<file path="src/clock_ctrl_pkg.sv">
// Functional notes
// - Main clock: any oscillator but module oscillator, divide 1-128
// - Main clock drives CPU, memories, CRC, ports
// - Sub-main clock is main divided 1, 2, 4, 8
// - Aux clock from crystal or internal RC oscillator
// - Digital oscillator lockable to either reference
// - Crystal failure handled by fail-safe substitution
// - Timer select: 00 pin, 01 aux, 10 sub-main
// - Serial select: 00 pin, 01 aux, 1x sub-main
// - Converter select: 00 module, 01 aux, 1x sub-main
// - RTC select: 11 ULP, 10 crystal, 01 bit-chosen
// - Crystal selected by codes 10b, 0b, 0b, 10b
package clock_ctrl_pkg;

   // Clock rate and fail-safe timing
   localparam int unsigned CLK_PERIOD_NS = 10;
   localparam int unsigned XTAL_TIMEOUT_US = 125; // Crystal silence limit
   localparam int unsigned XTAL_TIMEOUT_CYC = (XTAL_TIMEOUT_US * 1000 + CLK_PERIOD_NS - 1) / CLK_PERIOD_NS;

   // Register byte addresses
   localparam int unsigned ADDR_W = 8;
   localparam logic [7:0] CLK_CTRL_ADDR = 8'h00;
   localparam logic [7:0] PERIPH_SEL_ADDR = 8'h04;
   localparam logic [7:0] FLL_TARGET_ADDR = 8'h08;
   localparam logic [7:0] STATUS_ADDR = 8'h0c;

   // Clock control register fields
   localparam int unsigned MAIN_SRC_LSB = 0; // 2 bits
   localparam int unsigned MAIN_DIV_LSB = 2; // 3 bits, divide by 2**code
   localparam int unsigned SUB_DIV_LSB = 5; // 2 bits, divide by 2**code
   localparam int unsigned AUX_SRC_BIT = 7;
   localparam int unsigned LOCK_REF_BIT = 8;
   localparam int unsigned FLL_EN_BIT = 9;
   localparam int unsigned FAILSAFE_EN_BIT = 10;
   localparam logic [31:0] CLK_CTRL_MASK = 32'h0000_07ff;
   localparam logic [31:0] CLK_CTRL_RST = 32'h0000_0400;

   // Peripheral select register fields
   localparam int unsigned TIMER_SEL_LSB = 0;
   localparam int unsigned SERIAL_SEL_LSB = 2;
   localparam int unsigned WDOG_SEL_LSB = 4;
   localparam int unsigned CONV_SEL_LSB = 6;
   localparam int unsigned RTC_SEL_LSB = 8;
   localparam int unsigned RTC_CHOICE_BIT = 10;
   localparam logic [31:0] PERIPH_SEL_MASK = 32'h0000_07ff;
   localparam logic [31:0] PERIPH_SEL_RST = 32'h0000_000a;

   // Lock target register
   localparam int unsigned FLL_CNT_W = 10;
   localparam logic [31:0] FLL_TARGET_MASK = 32'h0000_03ff;
   localparam logic [31:0] FLL_TARGET_RST = 32'h0000_0100;

   // Status register fields
   localparam int unsigned FAULT_BIT = 0;
   localparam int unsigned ABSENT_BIT = 1;
   localparam int unsigned TRIM_UP_BIT = 2;
   localparam int unsigned TRIM_DOWN_BIT = 3;
   localparam int unsigned MEASURED_LSB = 16;

   // Source select codes
   localparam logic [1:0] MAIN_DIG = 2'h0;
   localparam logic [1:0] MAIN_RC = 2'h1;
   localparam logic [1:0] MAIN_XTAL = 2'h2;
   localparam logic [1:0] MAIN_ULP = 2'h3;
   localparam logic [1:0] SEL_00 = 2'h0;
   localparam logic [1:0] SEL_01 = 2'h1;
   localparam logic [1:0] SEL_10 = 2'h2;
   localparam logic [1:0] SEL_11 = 2'h3;

   // Index of each sampled source
   localparam int unsigned SRC_XTAL = 0;
   localparam int unsigned SRC_RC = 1;
   localparam int unsigned SRC_ULP = 2;
   localparam int unsigned SRC_DIG = 3;
   localparam int unsigned SRC_MOD = 4;
   localparam int unsigned SRC_TPIN = 5;
   localparam int unsigned SRC_SPIN = 6;
   localparam int unsigned NUM_SRC = 7;

   // AXI responses
   localparam logic [1:0] RESP_OKAY = 2'h0;
   localparam logic [1:0] RESP_SLVERR = 2'h2;

endpackage

</file>
<file path="src/clock_edge_sync.sv">
`timescale 1ns/1ps
// Synchronises one oscillator or pin and marks its rising edges
module clock_edge_sync (
   input wire logic aclk,
   input wire logic aresetn,
   input wire logic async_in,
   output logic rise_pulse
);
   logic meta_reg; // First stage, read only by the second
   logic sync_reg; // Second stage, safe to use
   logic prev_reg; // Delayed copy for edge detection
   logic rise_reg;
   logic rise_next;

   // Low-to-high step of the synchronised level
   always_comb
   begin
      rise_next = sync_reg & ~prev_reg;
   end

   // Synchroniser and edge register
   always_ff @(posedge aclk)
   begin
      if (!aresetn)
      begin
         meta_reg <= 1'b0;
         sync_reg <= 1'b0;
         prev_reg <= 1'b0;
         rise_reg <= 1'b0;
      end
      else
      begin
         meta_reg <= async_in;
         sync_reg <= meta_reg;
         prev_reg <= sync_reg;
         rise_reg <= rise_next;
      end
   end

   assign rise_pulse = rise_reg;
endmodule

</file>
<file path="src/clock_source_distribution.sv">
`timescale 1ns/1ps
// Clock selection and division as one-cycle enables on aclk
module clock_source_distribution #(
   parameter int unsigned XTAL_TIMEOUT = clock_ctrl_pkg::XTAL_TIMEOUT_CYC
) (
   input wire logic aclk,
   input wire logic aresetn,
   // AXI4-Lite slave
   input wire logic [clock_ctrl_pkg::ADDR_W-1:0] awaddr,
   input wire logic awvalid,
   output logic awready,
   input wire logic [31:0] wdata,
   input wire logic [3:0] wstrb,
   input wire logic wvalid,
   output logic wready,
   output logic [1:0] bresp,
   output logic bvalid,
   input wire logic bready,
   input wire logic [clock_ctrl_pkg::ADDR_W-1:0] araddr,
   input wire logic arvalid,
   output logic arready,
   output logic [31:0] rdata,
   output logic [1:0] rresp,
   output logic rvalid,
   input wire logic rready,
   // Oscillators and external clock pins, all asynchronous
   input wire logic crystal_low_freq_clock,
   input wire logic internal_rc_32k_oscillator,
   input wire logic very_low_power_osc_clock,
   input wire logic digitally_controlled_oscillator,
   input wire logic module_oscillator_clock,
   input wire logic timer_external_clock_pin,
   input wire logic serial_external_clock_pin,
   // Clock enables toward the clocked logic
   output logic main_clock_en,
   output logic submain_peripheral_clock_en,
   output logic aux_clock_en,
   output logic timer_clock_en,
   output logic serial_clock_en,
   output logic watchdog_clock_en,
   output logic converter_clock_en,
   output logic rtc_clock_en,
   // Status outputs
   output logic crystal_fault,
   output logic osc_trim_up,
   output logic osc_trim_down
);
   import clock_ctrl_pkg::*;

   localparam int unsigned XT_W = $clog2(XTAL_TIMEOUT + 1);

   logic [NUM_SRC-1:0] async_src; // Raw source levels
   logic [NUM_SRC-1:0] edge_pulse; // One pulse per source rising edge

   // Bus state
   logic aw_held_reg, aw_held_next;
   logic [ADDR_W-1:0] aw_addr_reg, aw_addr_next;
   logic w_held_reg, w_held_next;
   logic [31:0] w_data_reg, w_data_next;
   logic [3:0] w_strb_reg, w_strb_next;
   logic awready_reg, awready_next;
   logic wready_reg, wready_next;
   logic bvalid_reg, bvalid_next;
   logic [1:0] bresp_reg, bresp_next;
   logic arready_reg, arready_next;
   logic rvalid_reg, rvalid_next;
   logic [31:0] rdata_reg, rdata_next;
   logic [1:0] rresp_reg, rresp_next;

   // Software-visible configuration
   logic [31:0] ctrl_reg, ctrl_next;
   logic [31:0] psel_reg, psel_next;
   logic [31:0] target_reg, target_next;
   logic fault_clear; // Write of one to the fault bit

   // Clock generation state
   logic [XT_W-1:0] xt_cnt_reg, xt_cnt_next;
   logic fault_reg, fault_next;
   logic [4:0] main_cfg_reg, main_cfg_next; // Applied source and divider
   logic [6:0] main_cnt_reg, main_cnt_next;
   logic [1:0] sub_cfg_reg, sub_cfg_next;
   logic [2:0] sub_cnt_reg, sub_cnt_next;
   logic [FLL_CNT_W-1:0] fll_cnt_reg, fll_cnt_next;
   logic [FLL_CNT_W-1:0] measured_reg, measured_next;
   logic up_reg, up_next;
   logic down_reg, down_next;
   logic main_reg, main_next;
   logic sub_reg, sub_next;
   logic aux_reg, aux_next;
   logic timer_reg, timer_next;
   logic serial_reg, serial_next;
   logic wdog_reg, wdog_next;
   logic conv_reg, conv_next;
   logic rtc_reg, rtc_next;

   // Byte-lane write merge, reserved bits forced low
   function automatic logic [31:0] merge(input logic [31:0] old, input logic [31:0] val,
                                         input logic [3:0] strb, input logic [31:0] mask);
      logic [31:0] res;
      res = old;
      for (int b = 0; b < 4; b++)
      begin
         if (strb[b])
         begin
            res[b*8 +: 8] = val[b*8 +: 8];
         end
      end
      return res & mask;
   endfunction

   // Terminal count of a power-of-two divider
   function automatic logic [6:0] div_limit(input logic [2:0] code);
      logic [7:0] full;
      full = (8'h01 << code) - 8'h01;
      return full[6:0];
   endfunction

   assign async_src[SRC_XTAL] = crystal_low_freq_clock;
   assign async_src[SRC_RC] = internal_rc_32k_oscillator;
   assign async_src[SRC_ULP] = very_low_power_osc_clock;
   assign async_src[SRC_DIG] = digitally_controlled_oscillator;
   assign async_src[SRC_MOD] = module_oscillator_clock;
   assign async_src[SRC_TPIN] = timer_external_clock_pin;
   assign async_src[SRC_SPIN] = serial_external_clock_pin;

   // Two flops on every source before any logic
   for (genvar i = 0; i < NUM_SRC; i++)
   begin : g_sync
      clock_edge_sync u_sync (
         .aclk(aclk),
         .aresetn(aresetn),
         .async_in(async_src[i]),
         .rise_pulse(edge_pulse[i])
      );
   end

   // Bus slave: address and data in either order
   always_comb
   begin
      logic aw_have;
      logic w_have;
      logic [ADDR_W-1:0] wa;
      logic [31:0] wd;
      logic [3:0] ws;
      aw_have = aw_held_reg | (awvalid & awready_reg);
      w_have = w_held_reg | (wvalid & wready_reg);
      wa = aw_held_reg ? aw_addr_reg : awaddr;
      wd = w_held_reg ? w_data_reg : wdata;
      ws = w_held_reg ? w_strb_reg : wstrb;
      aw_held_next = aw_have;
      aw_addr_next = wa;
      w_held_next = w_have;
      w_data_next = wd;
      w_strb_next = ws;
      bvalid_next = bvalid_reg & ~bready;
      bresp_next = bresp_reg;
      ctrl_next = ctrl_reg;
      psel_next = psel_reg;
      target_next = target_reg;
      fault_clear = 1'b0;
      if (aw_have && w_have)
      begin
         aw_held_next = 1'b0;
         w_held_next = 1'b0;
         bvalid_next = 1'b1;
         bresp_next = RESP_OKAY;
         if (wa == CLK_CTRL_ADDR)
         begin
            ctrl_next = merge(ctrl_reg, wd, ws, CLK_CTRL_MASK);
         end
         else if (wa == PERIPH_SEL_ADDR)
         begin
            psel_next = merge(psel_reg, wd, ws, PERIPH_SEL_MASK);
         end
         else if (wa == FLL_TARGET_ADDR)
         begin
            target_next = merge(target_reg, wd, ws, FLL_TARGET_MASK);
         end
         else if (wa == STATUS_ADDR)
         begin
            fault_clear = ws[0] & wd[FAULT_BIT]; // Other status bits are read-only
         end
         else
         begin
            bresp_next = RESP_SLVERR; // Unmapped address
         end
      end
      awready_next = ~aw_held_next & ~bvalid_next;
      wready_next = ~w_held_next & ~bvalid_next;
      // Read channel
      rvalid_next = rvalid_reg & ~rready;
      rdata_next = rdata_reg;
      rresp_next = rresp_reg;
      if (arvalid && arready_reg)
      begin
         rvalid_next = 1'b1;
         rresp_next = RESP_OKAY;
         rdata_next = '0;
         if (araddr == CLK_CTRL_ADDR)
         begin
            rdata_next = ctrl_reg;
         end
         else if (araddr == PERIPH_SEL_ADDR)
         begin
            rdata_next = psel_reg;
         end
         else if (araddr == FLL_TARGET_ADDR)
         begin
            rdata_next = target_reg;
         end
         else if (araddr == STATUS_ADDR)
         begin
            rdata_next[FAULT_BIT] = fault_reg;
            rdata_next[ABSENT_BIT] = (xt_cnt_reg == XT_W'(XTAL_TIMEOUT));
            rdata_next[TRIM_UP_BIT] = up_reg;
            rdata_next[TRIM_DOWN_BIT] = down_reg;
            rdata_next[MEASURED_LSB +: FLL_CNT_W] = measured_reg;
         end
         else
         begin
            rresp_next = RESP_SLVERR;
         end
      end
      arready_next = ~rvalid_next;
   end

   // Clock selection, division and distribution
   always_comb
   begin
      logic xt_absent;
      logic xtal_eff;
      logic main_src_pulse;
      logic ref_pulse;
      logic [4:0] main_want;
      logic [1:0] sub_want;
      logic [1:0] code;
      main_src_pulse = 1'b0;
      // Fail-safe: a silent crystal is replaced by the RC oscillator
      xt_absent = (xt_cnt_reg == XT_W'(XTAL_TIMEOUT));
      xt_cnt_next = edge_pulse[SRC_XTAL] ? '0 : (xt_absent ? xt_cnt_reg : xt_cnt_reg + 1'b1);
      xtal_eff = (ctrl_reg[FAILSAFE_EN_BIT] && xt_absent) ? edge_pulse[SRC_RC] : edge_pulse[SRC_XTAL];
      // Fault set wins over a same-cycle clear
      fault_next = xt_absent ? 1'b1 : (fault_clear ? 1'b0 : fault_reg);
      // Main clock source; module oscillator cannot be chosen
      case (main_cfg_reg[1:0])
         MAIN_DIG: main_src_pulse = edge_pulse[SRC_DIG];
         MAIN_RC: main_src_pulse = edge_pulse[SRC_RC];
         MAIN_XTAL: main_src_pulse = xtal_eff;
         default: main_src_pulse = edge_pulse[SRC_ULP];
      endcase
      // Divider restarts on any setting change so the first period is whole
      main_want = {ctrl_reg[MAIN_DIV_LSB +: 3], ctrl_reg[MAIN_SRC_LSB +: 2]};
      main_cfg_next = main_want;
      main_cnt_next = main_cnt_reg;
      main_next = 1'b0;
      if (main_want != main_cfg_reg)
      begin
         main_cnt_next = 7'h00;
      end
      else if (main_src_pulse)
      begin
         if (main_cnt_reg >= div_limit(main_cfg_reg[4:2]))
         begin
            main_cnt_next = 7'h00;
            main_next = 1'b1;
         end
         else
         begin
            main_cnt_next = main_cnt_reg + 7'h01;
         end
      end
      // Sub-main counts main pulses, so it can never be faster
      sub_want = ctrl_reg[SUB_DIV_LSB +: 2];
      sub_cfg_next = sub_want;
      sub_cnt_next = sub_cnt_reg;
      sub_next = 1'b0;
      if (sub_want != sub_cfg_reg)
      begin
         sub_cnt_next = 3'h0;
      end
      else if (main_next)
      begin
         if ({4'h0, sub_cnt_reg} >= div_limit({1'b0, sub_cfg_reg}))
         begin
            sub_cnt_next = 3'h0;
            sub_next = 1'b1;
         end
         else
         begin
            sub_cnt_next = sub_cnt_reg + 3'h1;
         end
      end
      // Aux from the two low-frequency sources
      aux_next = ctrl_reg[AUX_SRC_BIT] ? edge_pulse[SRC_RC] : xtal_eff;
      // Timer, reserved code stops the clock
      code = psel_reg[TIMER_SEL_LSB +: 2];
      case (code)
         SEL_00: timer_next = edge_pulse[SRC_TPIN];
         SEL_01: timer_next = aux_next;
         SEL_10: timer_next = sub_next;
         default: timer_next = 1'b0;
      endcase
      code = psel_reg[SERIAL_SEL_LSB +: 2];
      case (code)
         SEL_00: serial_next = edge_pulse[SRC_SPIN];
         SEL_01: serial_next = aux_next;
         default: serial_next = sub_next;
      endcase
      code = psel_reg[WDOG_SEL_LSB +: 2];
      case (code)
         SEL_00: wdog_next = sub_next;
         SEL_01: wdog_next = aux_next;
         SEL_10: wdog_next = edge_pulse[SRC_ULP];
         default: wdog_next = 1'b0;
      endcase
      code = psel_reg[CONV_SEL_LSB +: 2];
      case (code)
         SEL_00: conv_next = edge_pulse[SRC_MOD];
         SEL_01: conv_next = aux_next;
         default: conv_next = sub_next;
      endcase
      code = psel_reg[RTC_SEL_LSB +: 2];
      case (code)
         SEL_01: rtc_next = psel_reg[RTC_CHOICE_BIT] ? aux_next : sub_next;
         SEL_10: rtc_next = xtal_eff;
         SEL_11: rtc_next = edge_pulse[SRC_ULP];
         default: rtc_next = 1'b0;
      endcase
      // Frequency lock: count oscillator edges over one reference period
      ref_pulse = ctrl_reg[LOCK_REF_BIT] ? edge_pulse[SRC_RC] : xtal_eff;
      fll_cnt_next = fll_cnt_reg;
      measured_next = measured_reg;
      up_next = up_reg;
      down_next = down_reg;
      if (!ctrl_reg[FLL_EN_BIT])
      begin
         fll_cnt_next = '0;
         up_next = 1'b0;
         down_next = 1'b0;
      end
      else if (ref_pulse)
      begin
         measured_next = fll_cnt_reg;
         fll_cnt_next = {{(FLL_CNT_W-1){1'b0}}, edge_pulse[SRC_DIG]};
         up_next = (fll_cnt_reg < target_reg[FLL_CNT_W-1:0]);
         down_next = (fll_cnt_reg > target_reg[FLL_CNT_W-1:0]);
      end
      else if (edge_pulse[SRC_DIG] && (fll_cnt_reg != '1))
      begin
         fll_cnt_next = fll_cnt_reg + 1'b1; // Saturates so a stopped reference cannot wrap
      end
   end

   // State registers
   always_ff @(posedge aclk)
   begin
      if (!aresetn)
      begin
         aw_held_reg <= 1'b0;
         aw_addr_reg <= '0;
         w_held_reg <= 1'b0;
         w_data_reg <= '0;
         w_strb_reg <= 4'h0;
         awready_reg <= 1'b0;
         wready_reg <= 1'b0;
         bvalid_reg <= 1'b0;
         bresp_reg <= RESP_OKAY;
         arready_reg <= 1'b0;
         rvalid_reg <= 1'b0;
         rdata_reg <= '0;
         rresp_reg <= RESP_OKAY;
         ctrl_reg <= CLK_CTRL_RST;
         psel_reg <= PERIPH_SEL_RST;
         target_reg <= FLL_TARGET_RST;
         xt_cnt_reg <= '0;
         fault_reg <= 1'b0;
         main_cfg_reg <= 5'h00;
         main_cnt_reg <= 7'h00;
         sub_cfg_reg <= 2'h0;
         sub_cnt_reg <= 3'h0;
         fll_cnt_reg <= '0;
         measured_reg <= '0;
         up_reg <= 1'b0;
         down_reg <= 1'b0;
         main_reg <= 1'b0;
         sub_reg <= 1'b0;
         aux_reg <= 1'b0;
         timer_reg <= 1'b0;
         serial_reg <= 1'b0;
         wdog_reg <= 1'b0;
         conv_reg <= 1'b0;
         rtc_reg <= 1'b0;
      end
      else
      begin
         aw_held_reg <= aw_held_next;
         aw_addr_reg <= aw_addr_next;
         w_held_reg <= w_held_next;
         w_data_reg <= w_data_next;
         w_strb_reg <= w_strb_next;
         awready_reg <= awready_next;
         wready_reg <= wready_next;
         bvalid_reg <= bvalid_next;
         bresp_reg <= bresp_next;
         arready_reg <= arready_next;
         rvalid_reg <= rvalid_next;
         rdata_reg <= rdata_next;
         rresp_reg <= rresp_next;
         ctrl_reg <= ctrl_next;
         psel_reg <= psel_next;
         target_reg <= target_next;
         xt_cnt_reg <= xt_cnt_next;
         fault_reg <= fault_next;
         main_cfg_reg <= main_cfg_next;
         main_cnt_reg <= main_cnt_next;
         sub_cfg_reg <= sub_cfg_next;
         sub_cnt_reg <= sub_cnt_next;
         fll_cnt_reg <= fll_cnt_next;
         measured_reg <= measured_next;
         up_reg <= up_next;
         down_reg <= down_next;
         main_reg <= main_next;
         sub_reg <= sub_next;
         aux_reg <= aux_next;
         timer_reg <= timer_next;
         serial_reg <= serial_next;
         wdog_reg <= wdog_next;
         conv_reg <= conv_next;
         rtc_reg <= rtc_next;
      end
   end

   // Outputs straight from flops; one-cycle enables cannot form runts
   assign awready = awready_reg;
   assign wready = wready_reg;
   assign bvalid = bvalid_reg;
   assign bresp = bresp_reg;
   assign arready = arready_reg;
   assign rvalid = rvalid_reg;
   assign rdata = rdata_reg;
   assign rresp = rresp_reg;
   assign main_clock_en = main_reg;
   assign submain_peripheral_clock_en = sub_reg;
   assign aux_clock_en = aux_reg;
   assign timer_clock_en = timer_reg;
   assign serial_clock_en = serial_reg;
   assign watchdog_clock_en = wdog_reg;
   assign converter_clock_en = conv_reg;
   assign rtc_clock_en = rtc_reg;
   assign crystal_fault = fault_reg;
   assign osc_trim_up = up_reg;
   assign osc_trim_down = down_reg;
endmodule

</file>
<file path="config.mk">
export PLATFORM = sky130hd
export DESIGN_NAME = clock_source_distribution
export DESIGN_NICKNAME = d
export VERILOG_FILES = /design/src/clock_ctrl_pkg.sv /design/src/clock_edge_sync.sv /design/src/clock_source_distribution.sv
export SDC_FILE = /design/constraint.sdc
export NUM_CORES = 1
export LEC_CHECK = 0
export BUFFER_PORTS_ARGS = -buffer_cell sky130_fd_sc_hd__buf_2
export CAP_MARGIN = 5
export CORE_MARGIN = 1.5
export CORE_UTILIZATION = 52
export CTS_CLUSTER_DIAMETER = 60
export DETAILED_ROUTE_END_ITERATION = 8
export PLACE_DENSITY = 0.74
export SYNTH_ARGS = -nofsm -noshare
export SYNTH_HDL_FRONTEND = slang
export SYNTH_SLANG_ARGS = --single-unit
</file>
<file path="constraint.sdc">
create_clock -name aclk -period 3.3 [get_ports aclk]
set_input_delay 0.33 -clock aclk [delete_from_list [all_inputs] [get_ports aclk]]
set_output_delay 0.33 -clock aclk [all_outputs]
set_load 0.01 [all_outputs]
</file>
==> results.json, run 1 <==
{
  "hold_start": "serial_external_clock_pin",
  "clkTransAtPathRegs_ps": 70,
  "fin_cells": 1057,
  "cp_top_family": "compound AO/OA/AOI/OAI gates",
  "startpoint_type": "flip-flop",
  "clock_power_share_pct": 44.1,
  "total_power_mw": 4.26,
  "crit_type": "reg2reg",
  "insertion_delay_ps": 430,
  "status": "finished clean",
  "r2r_start": "main_cfg_reg[4]$_SDFF_PN0_",
  "grt_first_pass_wirelength_mm": 25.6,
  "final.period_utilization_pct": 89.8,
  "cpMostUsedCell": "ha_1",
  "yosysSeqAreaShare_pct": 45.6,
  "tightest_slew_ps": 801,
  "worstReg2RegEnd": "timer_clock_en$_SDFF_PN0_",
  "ys_async_sr_fraction_pct": 0,
  "rsz0062_at_grt": "no",
  "ctsResizeCount": 0,
  "cp.buffers_inverters": 0,
  "critPathArrivalTime_ps": 3290,
  "cp_max_fo": 9,
  "place_congestion": 0.802,
  "die_h_um": 124,
  "drtIter0Drc": 381,
  "max_stage_delay_ps": 420,
  "power.leakage_nw": 3.69,
  "synth_compound_area_share_pct": 13.0,
  "synth_edf_count": 0,
  "internal_power_mw": 3.25,
  "hold-path-cell-count": 2,
  "synthXorXnorAreaFrac_pct": 3.69,
  "reg2reg_setup_slack_ps": 340,
  "die_w_um": 124,
  "irDropWorstVdd_mv": 0.344,
  "placed_cells": 1026,
  "first_pass_iters": 4,
  "min_to": "g_sync[6].u_sync.meta_reg$_SDFF_PN0_",
  "ys_ff_latch": 173,
  "insertedDiodeCount": 0,
  "setup_ws_ps": 337,
  "path_cells": "or3_1, ha_1, nor3_1, a21oi_1, o21a_1, ha_1, a2111oi_0, o21ai_1, nand3_2, nor4_4, a31o_2",
  "startpoint": "main_cfg_reg[4]$_SDFF_PN0_",
  "syn_area_um2": 7590,
  "fin_util_pct": 61.5,
  "yosysWarnings": 0,
  "cts_root_buf": "clkbuf_16",
  "hold_viol": 0,
  "postCtsSetupRepairBufs": 0,
  "grt_overflow": 0,
  "slowest_stage": "or3_1",
  "grt.total_usage_pct": 21.6,
  "setup_viol": 0,
  "p_sw_share_pct": 23.7,
  "core_region_area_um2": 14000,
  "synth_area_per_cell_um2": 9.51,
  "synthFlopType": "dfxtp_1",
  "slew_headroom_pct": 45.9,
  "ant_nets": 0,
  "grt_pass1_vias": 5172,
  "finalSetupTns_ps": 0,
  "hold_class": "in2reg",
  "synthAdderAreaFrac_pct": 4.45,
  "synth.lib_cells_used.distinct": 69,
  "clock-sinks": 173,
  "ios": 118,
  "via_per_inst": 5.35,
  "cap_viol_max_count": 0,
  "antenna_found_initial": 0,
  "crit_path_end_kind": "flip-flop",
  "finalMaxSlewViolations": 0,
  "h-tree-depth": 4,
  "drc": 0,
  "vias": 5658,
  "grt_max_degree": 103,
  "pwr-share-seq_pct": 50.6,
  "dp.final_hpwl_mm": 11.2,
  "cts_tree": "yes",
  "yosys.area_share.simple_pct": 21.8,
  "wl_mm": 15.5,
  "drive_gt1_share_pct": 16.8,
  "fin_nets": 958,
  "synth_cells": 798,
  "row_count": 43,
  "largest_reg_flops": 21,
  "start_util_pct": 54.0,
  "cts_buffers": 17,
  "dieArea_um2": 15300,
  "fin_skew_ps": 10.5,
  "p_per_area_nw_per_um2": 493,
  "period_needed_ps": 2960,
  "synth_top_family_by_area": "simple AND/OR/NAND/NOR gates",
  "ctsHoldBuffers": 0,
  "dp_slack_ps": 210,
  "clock_path_buffers": 2,
  "synth_mux_area_share_pct": 6.59,
  "wire_per_inst_um": 14.7,
  "max_freq_ghz": 0.337,
  "switchingPower_mw": 1.01,
  "power_frac_comb_pct": 5.3,
  "syn2layout_area_growth_pct": 13.8,
  "port_buffers": 81,
  "required_ps": 3620,
  "r2r_cells": 11
}
-- cells in the final DEF, fill, tap and decap left out, types with 19 or more instances in the layout --
cell type	count
a22oi_1	19
and2_1	32
buf_2	80
dfxtp_1	173
ha_1	27
inv_1	27
mux2i_1	34
nand2_1	70
nand3_1	28
nor2_1	58
nor2b_1	52
o211a_1	22
o21ai_0	37
xor2_1	20
-- per-layer routing --
layer / wire length (µm) / track usage [%] / part of all wire (%) / vias up
met5: 0 / 0 / 0 / -
met4: 127 / 5.60 / 0.82 / 0
met3: 502 / 4.58 / 3.2 / 11
met2: 7250 / 34.5 / 47 / 92
met1: 7660 / 29.9 / 49 / 2671
li1: - / - / - / 2884
-- area by class of cell --
type	instances	area, µm²
clock buffers	20	457
clock inverters	11	97.6
fillers	1229	5400
inverters	27	101
multi-input cells	557	3810
flip-flops and latches	173	3460
well taps	180	225
repair buffers	89	480
-- power groups by stage --
stage	registers [mW]	logic, mW	clock network (mW)
6_report	2.16	0.225	1.88
5_1_grt	2.16	0.251	2.00
3_5_place_dp	2.20	0.225	0
3_3_place_gp	2.20	0.222	0
2_1_floorplan	2.20	0.164	0
4_1_cts	2.16	0.226	1.91
-- cell families after synthesis --
| kind of cell | count (synthesis) |
|---|---|
| XOR/XNOR | 32 |
| flip-flops | 173 |
| AO/OA/AOI/OAI | 137 |
| other | 1 |
| buffers and inverters | 80 |
| multiplexers | 44 |
| AND/OR/NAND/NOR | 304 |
| adder cells (fa/ha/maj) | 27 |
-- worst max-delay path by stage --
stage | depth (start not counted) | slack [ps] | end
finish | 11 | 340 | timer_clock_en$_SDFF_PN0_
global route | 11 | 20 | main_cnt_reg[4]$_SDFFE_PP0P_
CTS | 11 | 210 | timer_clock_en$_SDFF_PN0_
detailed placement | 11 | 210 | timer_clock_en$_SDFF_PN0_
global placement | 11 | 310 | timer_clock_en$_SDFF_PN0_
floorplan | 12 | 470 | timer_clock_en$_SDFF_PN0_
-- per-stage QoR --
step | cell area, µm² | hold slack (ps)
floorplan | 7630 | 367
global placement | 8080 | 370
detailed placement | 8080 | 374
CTS | 8630 | 94.8
global route | 8640 | 103
finish | 8640 | 106
-- cell usage after synthesis, types with 5 or more instances --
| cell type | n | share of area, % |
|---|---|---|
| mux2_2 | 5 | 0.74 |
| nor2b_1 | 52 | 4.3 |
| inv_1 | 27 | 1.3 |
| nor2_1 | 58 | 2.9 |
| nand4_1 | 6 | 0.49 |
| nor3_1 | 7 | 0.46 |
| a22oi_1 | 19 | 1.9 |
| clkbuf_1 | 31 | 1.5 |
| xor2_1 | 20 | 2.3 |
| buf_4 | 13 | 1.3 |
| a21boi_0 | 5 | 0.49 |
| dfxtp_1 | 173 | 46 |
| xnor2_1 | 12 | 1.4 |
| o211a_1 | 22 | 2.9 |
| and2_1 | 32 | 2.6 |
| and3_1 | 8 | 0.66 |
| nand2b_1 | 8 | 0.66 |
| ha_1 | 27 | 4.5 |
| a21oi_1 | 15 | 0.99 |
| mux2i_1 | 34 | 4.5 |
| o31ai_1 | 6 | 0.59 |
| o21ai_0 | 38 | 2.5 |
| a21o_1 | 5 | 0.49 |
| nand3_1 | 29 | 1.9 |
| nand2_1 | 70 | 3.5 |
Note: power is estimated with default switching activity, not from simulation.
==> run 2, diff against run 1 <==
--- a/config.mk
+++ b/config.mk
@@ -10,8 +10,9 @@
 export CORE_MARGIN = 1.5
 export CORE_UTILIZATION = 52
 export CTS_CLUSTER_DIAMETER = 60
+export CTS_CLUSTER_SIZE = 25
 export DETAILED_ROUTE_END_ITERATION = 8
-export PLACE_DENSITY = 0.74
+export PLACE_DENSITY = 0.72
 export SYNTH_ARGS = -nofsm -noshare
 export SYNTH_HDL_FRONTEND = slang
 export SYNTH_SLANG_ARGS = --single-unit
==> run 2 against run 1 <==
  * Power is 0.90% higher
  * Worst hold slack worse by 3.3 ps
  * Final area is 0.19% higher
  * Via count is 4.4% higher
  * Clock skew is 5.2 ps higher
  * Largest cell class unchanged
  * Highest routed layer unchanged
==> results.json, run 2 (synthesis gave the netlist of run 1 again) <==
{
  "dp.final_hpwl_mm": 12.3,
  "placed_cells": 1027,
  "h-tree-depth": 4,
  "startpoint_type": "flip-flop",
  "crit_type": "reg2reg",
  "die_h_um": 124,
  "power.leakage_nw": 3.70,
  "cts_tree": "yes",
  "hold-path-cell-count": 2,
  "place_congestion": 0.875,
  "wl_mm": 16.8,
  "r2r_start": "main_cfg_reg[4]$_SDFF_PN0_",
  "insertedDiodeCount": 0,
  "cap_viol_max_count": 0,
  "start_util_pct": 54.0,
  "hold_class": "in2reg",
  "drive_gt1_share_pct": 17.0,
  "finalSetupTns_ps": 0,
  "cpMostUsedCell": "ha_1",
  "worstReg2RegEnd": "timer_clock_en$_SDFF_PN0_",
  "cts_root_buf": "clkbuf_16",
  "first_pass_iters": 5,
  "grt_first_pass_wirelength_mm": 27.3,
  "clock-sinks": 173,
  "critPathArrivalTime_ps": 3400,
  "mostFrequentLayoutCell": "dfxtp_1",
  "max_freq_ghz": 0.326,
  "grt_pass1_vias": 5655,
  "max_stage_delay_ps": 430,
  "clkTransAtPathRegs_ps": 70,
  "finalMaxSlewViolations": 0,
  "drtIter0Drc": 446,
  "tightest_slew_ps": 854,
  "grt_max_degree": 69,
  "hold_viol": 0,
  "total_power_mw": 4.29,
  "ctsHoldBuffers": 0,
  "via_per_inst": 5.57,
  "clock_path_buffers": 2,
  "ant_nets": 0,
  "grt.total_usage_pct": 23.1,
  "wire_per_inst_um": 15.9,
  "slowest_stage": "or3_1",
  "rsz0062_at_grt": "no",
  "path_cells": "or3_1, ha_1, nor3_1, a21oi_1, o21a_1, ha_1, a2111oi_0, o21ai_0, nand3_2, nor4_4, buf_4, a31o_2",
  "insertion_delay_ps": 430,
  "reg2reg_setup_slack_ps": 230,
  "die_w_um": 124,
  "cp.buffers_inverters": 1,
  "grt_overflow": 0,
  "status": "finished clean",
  "dieArea_um2": 15300,
  "cp_max_fo": 9,
  "mostFrequentLayoutCells": "173 x dfxtp_1, 80 x buf_2, 70 x nand2_1, 58 x nor2_1, 52 x nor2b_1",
  "port_buffers": 81,
  "cp_top_family": "compound AO/OA/AOI/OAI gates",
  "fill_cells": 1197,
  "irDropWorstVdd_mv": 0.366,
  "syn2layout_area_growth_pct": 14.0,
  "cp_num_cells": 12,
  "final.period_utilization_pct": 92.9,
  "ios": 118,
  "drc": 0,
  "period_needed_ps": 3070,
  "vias": 5907,
  "crit_path_end_kind": "flip-flop",
  "required_ps": 3630,
  "fin_nets": 960,
  "fin_cells": 1060,
  "r2r_cells": 12,
  "row_count": 43,
  "cts_buffers": 17,
  "setup_viol": 0,
  "slew_headroom_pct": 42.8,
  "hold_start": "internal_rc_32k_oscillator",
  "p_per_area_nw_per_um2": 496,
  "fin_skew_ps": 15.7,
  "min_to": "g_sync[1].u_sync.meta_reg$_SDFF_PN0_",
  "antenna_found_initial": 0,
  "largest_reg_flops": 21,
  "core_region_area_um2": 14000
}
==> run 2: cell type report <==
type                    instances  area (µm²)  share of cell area (%)
repair buffers                 91         483                    5.58
flip-flops and latches        173        3460                    40.0
clock buffers                  21         470                    5.44
multi-input cells             557        3810                    44.1
well taps                     180         225                    2.60
clock inverters                11        97.6                    1.13
inverters                      27         101                    1.17
==> run 2: where the power goes <==
| part | switching, mW | internal (mW) |
|---|---|---|
| registers | 0.0198 | 2.13 |
| clock network | 0.865 | 1.05 |
| logic | 0.138 | 0.0933 |
==> run 2: layer usage <==
metal  up-vias  part of all wire, %  GRT usage (%)
li1       2889                    -              -
met1      2845                   44           29.3
met2       149                   50           39.8
met3        24                  4.7           4.95
met4         0                  1.5           5.96
met5         -                    0              0
==> run 2: what timing repair did <==
| item | in CTS | in global routing |
|---|---|---|
| setup endpoints to repair | 0 | 4 |
| hold endpoints to repair | 0 | 0 |
| setup buffers | 0 | 1 |
| gates resized for setup | 0 | 1 |
==> run 2: worst max path at each step <==
| stage | slack (ps) | to | from |
|---|---|---|---|
| after detailed placement | 250 | timer_clock_en$_SDFF_PN0_ | main_cfg_reg[4]$_SDFF_PN0_ |
| after global routing | 4 | main_cnt_reg[0]$_SDFFE_PP0P_ | main_cfg_reg[4]$_SDFF_PN0_ |
| after global placement | 380 | timer_clock_en$_SDFF_PN0_ | main_cfg_reg[4]$_SDFF_PN0_ |
| final | 230 | timer_clock_en$_SDFF_PN0_ | main_cfg_reg[4]$_SDFF_PN0_ |
| after floorplan | 470 | timer_clock_en$_SDFF_PN0_ | main_cfg_reg[4]$_SDFF_PN0_ |
| after CTS | 240 | timer_clock_en$_SDFF_PN0_ | main_cfg_reg[4]$_SDFF_PN0_ |
==> run 2: per-stage QoR <==
stage | area, µm² | worst slack, ps | hold slack [ps] | utilization, %
CTS | 8640 | 243 | 95.8 | 61.5
detailed placement | 8070 | 248 | 376 | 57.5
floorplan | 7630 | 472 | 367 | -
global route | 8650 | 4.15 | 94.6 | 61.6
global placement | 8070 | 382 | 373 | 57.5
finish | 8650 | 233 | 103 | 61.6
==> run 3, diff against run 2 <==
--- a/config.mk
+++ b/config.mk
@@ -9,6 +9,7 @@
 export CAP_MARGIN = 5
 export CORE_MARGIN = 1.5
 export CORE_UTILIZATION = 52
+export CTS_BUF_LIST = sky130_fd_sc_hd__clkbuf_8 sky130_fd_sc_hd__clkbuf_16
 export CTS_CLUSTER_DIAMETER = 60
 export CTS_CLUSTER_SIZE = 25
 export DETAILED_ROUTE_END_ITERATION = 8
==> constraint.sdc (replaced) <==
create_clock -name aclk -period 3.3 [get_ports aclk]
set_input_delay 0.495 -clock aclk [delete_from_list [all_inputs] [get_ports aclk]]
set_output_delay 0.495 -clock aclk [all_outputs]
set_load 0.01 [all_outputs]
==> run 3 against run 2 <==
  * Worst hold slack improved by 170 ps
  * Critical endpoint unchanged
  * Wire length decreased by 1.8%
  * Combinational power about the same
  * Final area increased by 0.12%
==> results.json, run 3 (synthesis gave the netlist of run 1 again) <==
{
  "start_util_pct": 54.0,
  "cap_viol_max_count": 0,
  "largest_reg_flops": 21,
  "r2r_cells": 12,
  "slew_headroom_pct": 45.6,
  "place_congestion": 0.815,
  "grt_max_degree": 103,
  "cp_max_fo": 9,
  "irDropWorstVdd_mv": 0.381,
  "core_region_area_um2": 14000,
  "drc": 0,
  "clock-sinks": 173,
  "ios": 118,
  "drtIter0Drc": 391,
  "hold-path-cell-count": 2,
  "startpoint_type": "flip-flop",
  "worstReg2RegEnd": "timer_clock_en$_SDFF_PN0_",
  "clkTransAtPathRegs_ps": 70,
  "switchingPower_mw": 1.05,
  "cts_tree": "yes",
  "ant_nets": 0,
  "hold_viol": 0,
  "critPathArrivalTime_ps": 3360,
  "via_per_inst": 5.49,
  "grt_overflow": 0,
  "finalMaxSlewViolations": 0,
  "pwr-share-seq_pct": 49.5,
  "vias": 5804,
  "dp.final_hpwl_mm": 12.0,
  "ctsHoldBuffers": 0,
  "placed_cell_area_um2": 8080,
  "grtUsageMet3_pct": 4.99,
  "clock_path_buffers": 2,
  "finalInstanceArea_um2": 8660,
  "antenna_found_initial": 0,
  "required_ps": 3670,
  "max_freq_ghz": 0.335,
  "h-tree-depth": 4,
  "insertedDiodeCount": 0,
  "drive_gt1_share_pct": 16.9,
  "rsz0062_at_grt": "no",
  "hold_start": "timer_external_clock_pin",
  "min_to": "g_sync[5].u_sync.meta_reg$_SDFF_PN0_",
  "grt.total_usage_pct": 22.5,
  "hold_class": "in2reg",
  "mostFrequentLayoutCells": "173 x dfxtp_1, 80 x buf_2, 70 x nand2_1, 58 x nor2_1, 52 x nor2b_1",
  "first_pass_iters": 5,
  "power_frac_comb_pct": 5.3,
  "fin_nets": 958,
  "status": "finished clean",
  "multi_input_area_um2": 3810,
  "postCtsSetupRepairBufs": 0,
  "syn2layout_area_growth_pct": 14.2,
  "r2r_start": "main_cfg_reg[4]$_SDFF_PN0_",
  "cts_root_buf": "clkbuf_16",
  "setup_viol": 0,
  "crit_type": "reg2reg",
  "met2_usage_pct": 37.4,
  "finalSetupTns_ps": 0,
  "tightest_slew_ps": 805,
  "mostFrequentLayoutCell": "dfxtp_1",
  "die_h_um": 124,
  "final.period_utilization_pct": 90.5,
  "fin_skew_ps": 8.73,
  "port_buffers": 81,
  "fill_cells": 1180,
  "grt_first_pass_wirelength_mm": 26.7,
  "reg2reg_setup_slack_ps": 310,
  "clock_power_share_pct": 45.1,
  "grt_pass1_vias": 5456,
  "wl_mm": 16.5,
  "power.leakage_nw": 3.72,
  "crit_path_end_kind": "flip-flop",
  "internal_power_mw": 3.29,
  "top_usage_layer": "met2",
  "period_needed_ps": 2990,
  "p_per_area_nw_per_um2": 501,
  "insertion_delay_ps": 430,
  "wire_per_inst_um": 15.6,
  "regArea_um2": 3460,
  "dieArea_um2": 15300,
  "use_met1_pct": 29.2,
  "cts_buffers": 17,
  "die_w_um": 124,
  "row_count": 43,
  "p_sw_share_pct": 24.1
}
-- run 3: cell count changes in the layout (fill, tap and decap cells not counted), moves of 2 or more --
| cell | change |
|---|---|
| buf_4 | -3 |
| clkbuf_8 | -3 |
| clkinvlp_4 | -3 |
| clkinv_2 | +2 |
-- run 3: layout make-up --
cell class                      instances  area share, %
Clock inverter                         15           1.79
Multi-Input combinational cell        557           44.0
Clock buffer                           17           4.91
Tap cell                              180           2.60
Sequential cell                       173           40.0
Timing Repair Buffer                   89           5.55
Inverter                               27           1.17
-- run 3: what timing repair did --
action                                  in CTS  in global routing
endpoints found under the setup margin       0                  9
gates resized for setup                      0                  2
hold endpoints to repair                     0                  0
-- run 3: power by group through the flow --
stage / Sequential (mW) / Combinational [mW] / Clock (mW)
3_5_place_dp: 2.20 / 0.232 / 0
4_1_cts: 2.15 / 0.232 / 2.00
3_3_place_gp: 2.20 / 0.223 / 0
5_1_grt: 2.15 / 0.255 / 2.09
2_1_floorplan: 2.20 / 0.164 / 0
6_report: 2.15 / 0.231 / 1.96
-- run 3: worst max-delay path, stage by stage, from the launching register on --
cell	delay, ps
dfxtp_1	390
or3_1	420
ha_1	270
nor3_1	200
a21oi_1	70
o21a_1	190
ha_1	270
o21a_1	110
o21ai_0	70
nand2b_1	120
nand3_2	150
nor4_4	440
a31o_2	220
-- run 3: layer usage --
layer | routed length (µm) | vias up
met1 | 7660 | 2794
met4 | 238 | 0
met5 | 0 | -
met3 | 559 | 17
met2 | 8050 | 115
li1 | - | 2878
-- run 3: metrics by stage --
step	power (mW)	cells	setup slack [ps]	hold slack, ps	utilization [%]
6_report	4.34	1058	313	271	61.7
5_1_grt	4.50	1058	18.7	257	61.7
4_1_cts	4.38	1058	253	252	61.7
3_5_place_dp	2.43	1026	260	373	57.5
3_3_place_gp	2.42	1026	315	373	57.5
2_1_floorplan	2.36	810	472	367	-
-- run 3: worst max path at each step --
stage          cells after the start                        from                   endpoint  slack, ps
3_5_place_dp                      11  main_cfg_reg[4]$_SDFF_PN0_  timer_clock_en$_SDFF_PN0_        260
4_1_cts                           11  main_cfg_reg[4]$_SDFF_PN0_  timer_clock_en$_SDFF_PN0_        250
5_1_grt                           11  main_cfg_reg[4]$_SDFF_PN0_  timer_clock_en$_SDFF_PN0_         20
3_3_place_gp                      11  main_cfg_reg[4]$_SDFF_PN0_  timer_clock_en$_SDFF_PN0_        320
2_1_floorplan                     12  main_cfg_reg[4]$_SDFF_PN0_  timer_clock_en$_SDFF_PN0_        470
6_report                          12  main_cfg_reg[4]$_SDFF_PN0_  timer_clock_en$_SDFF_PN0_        310
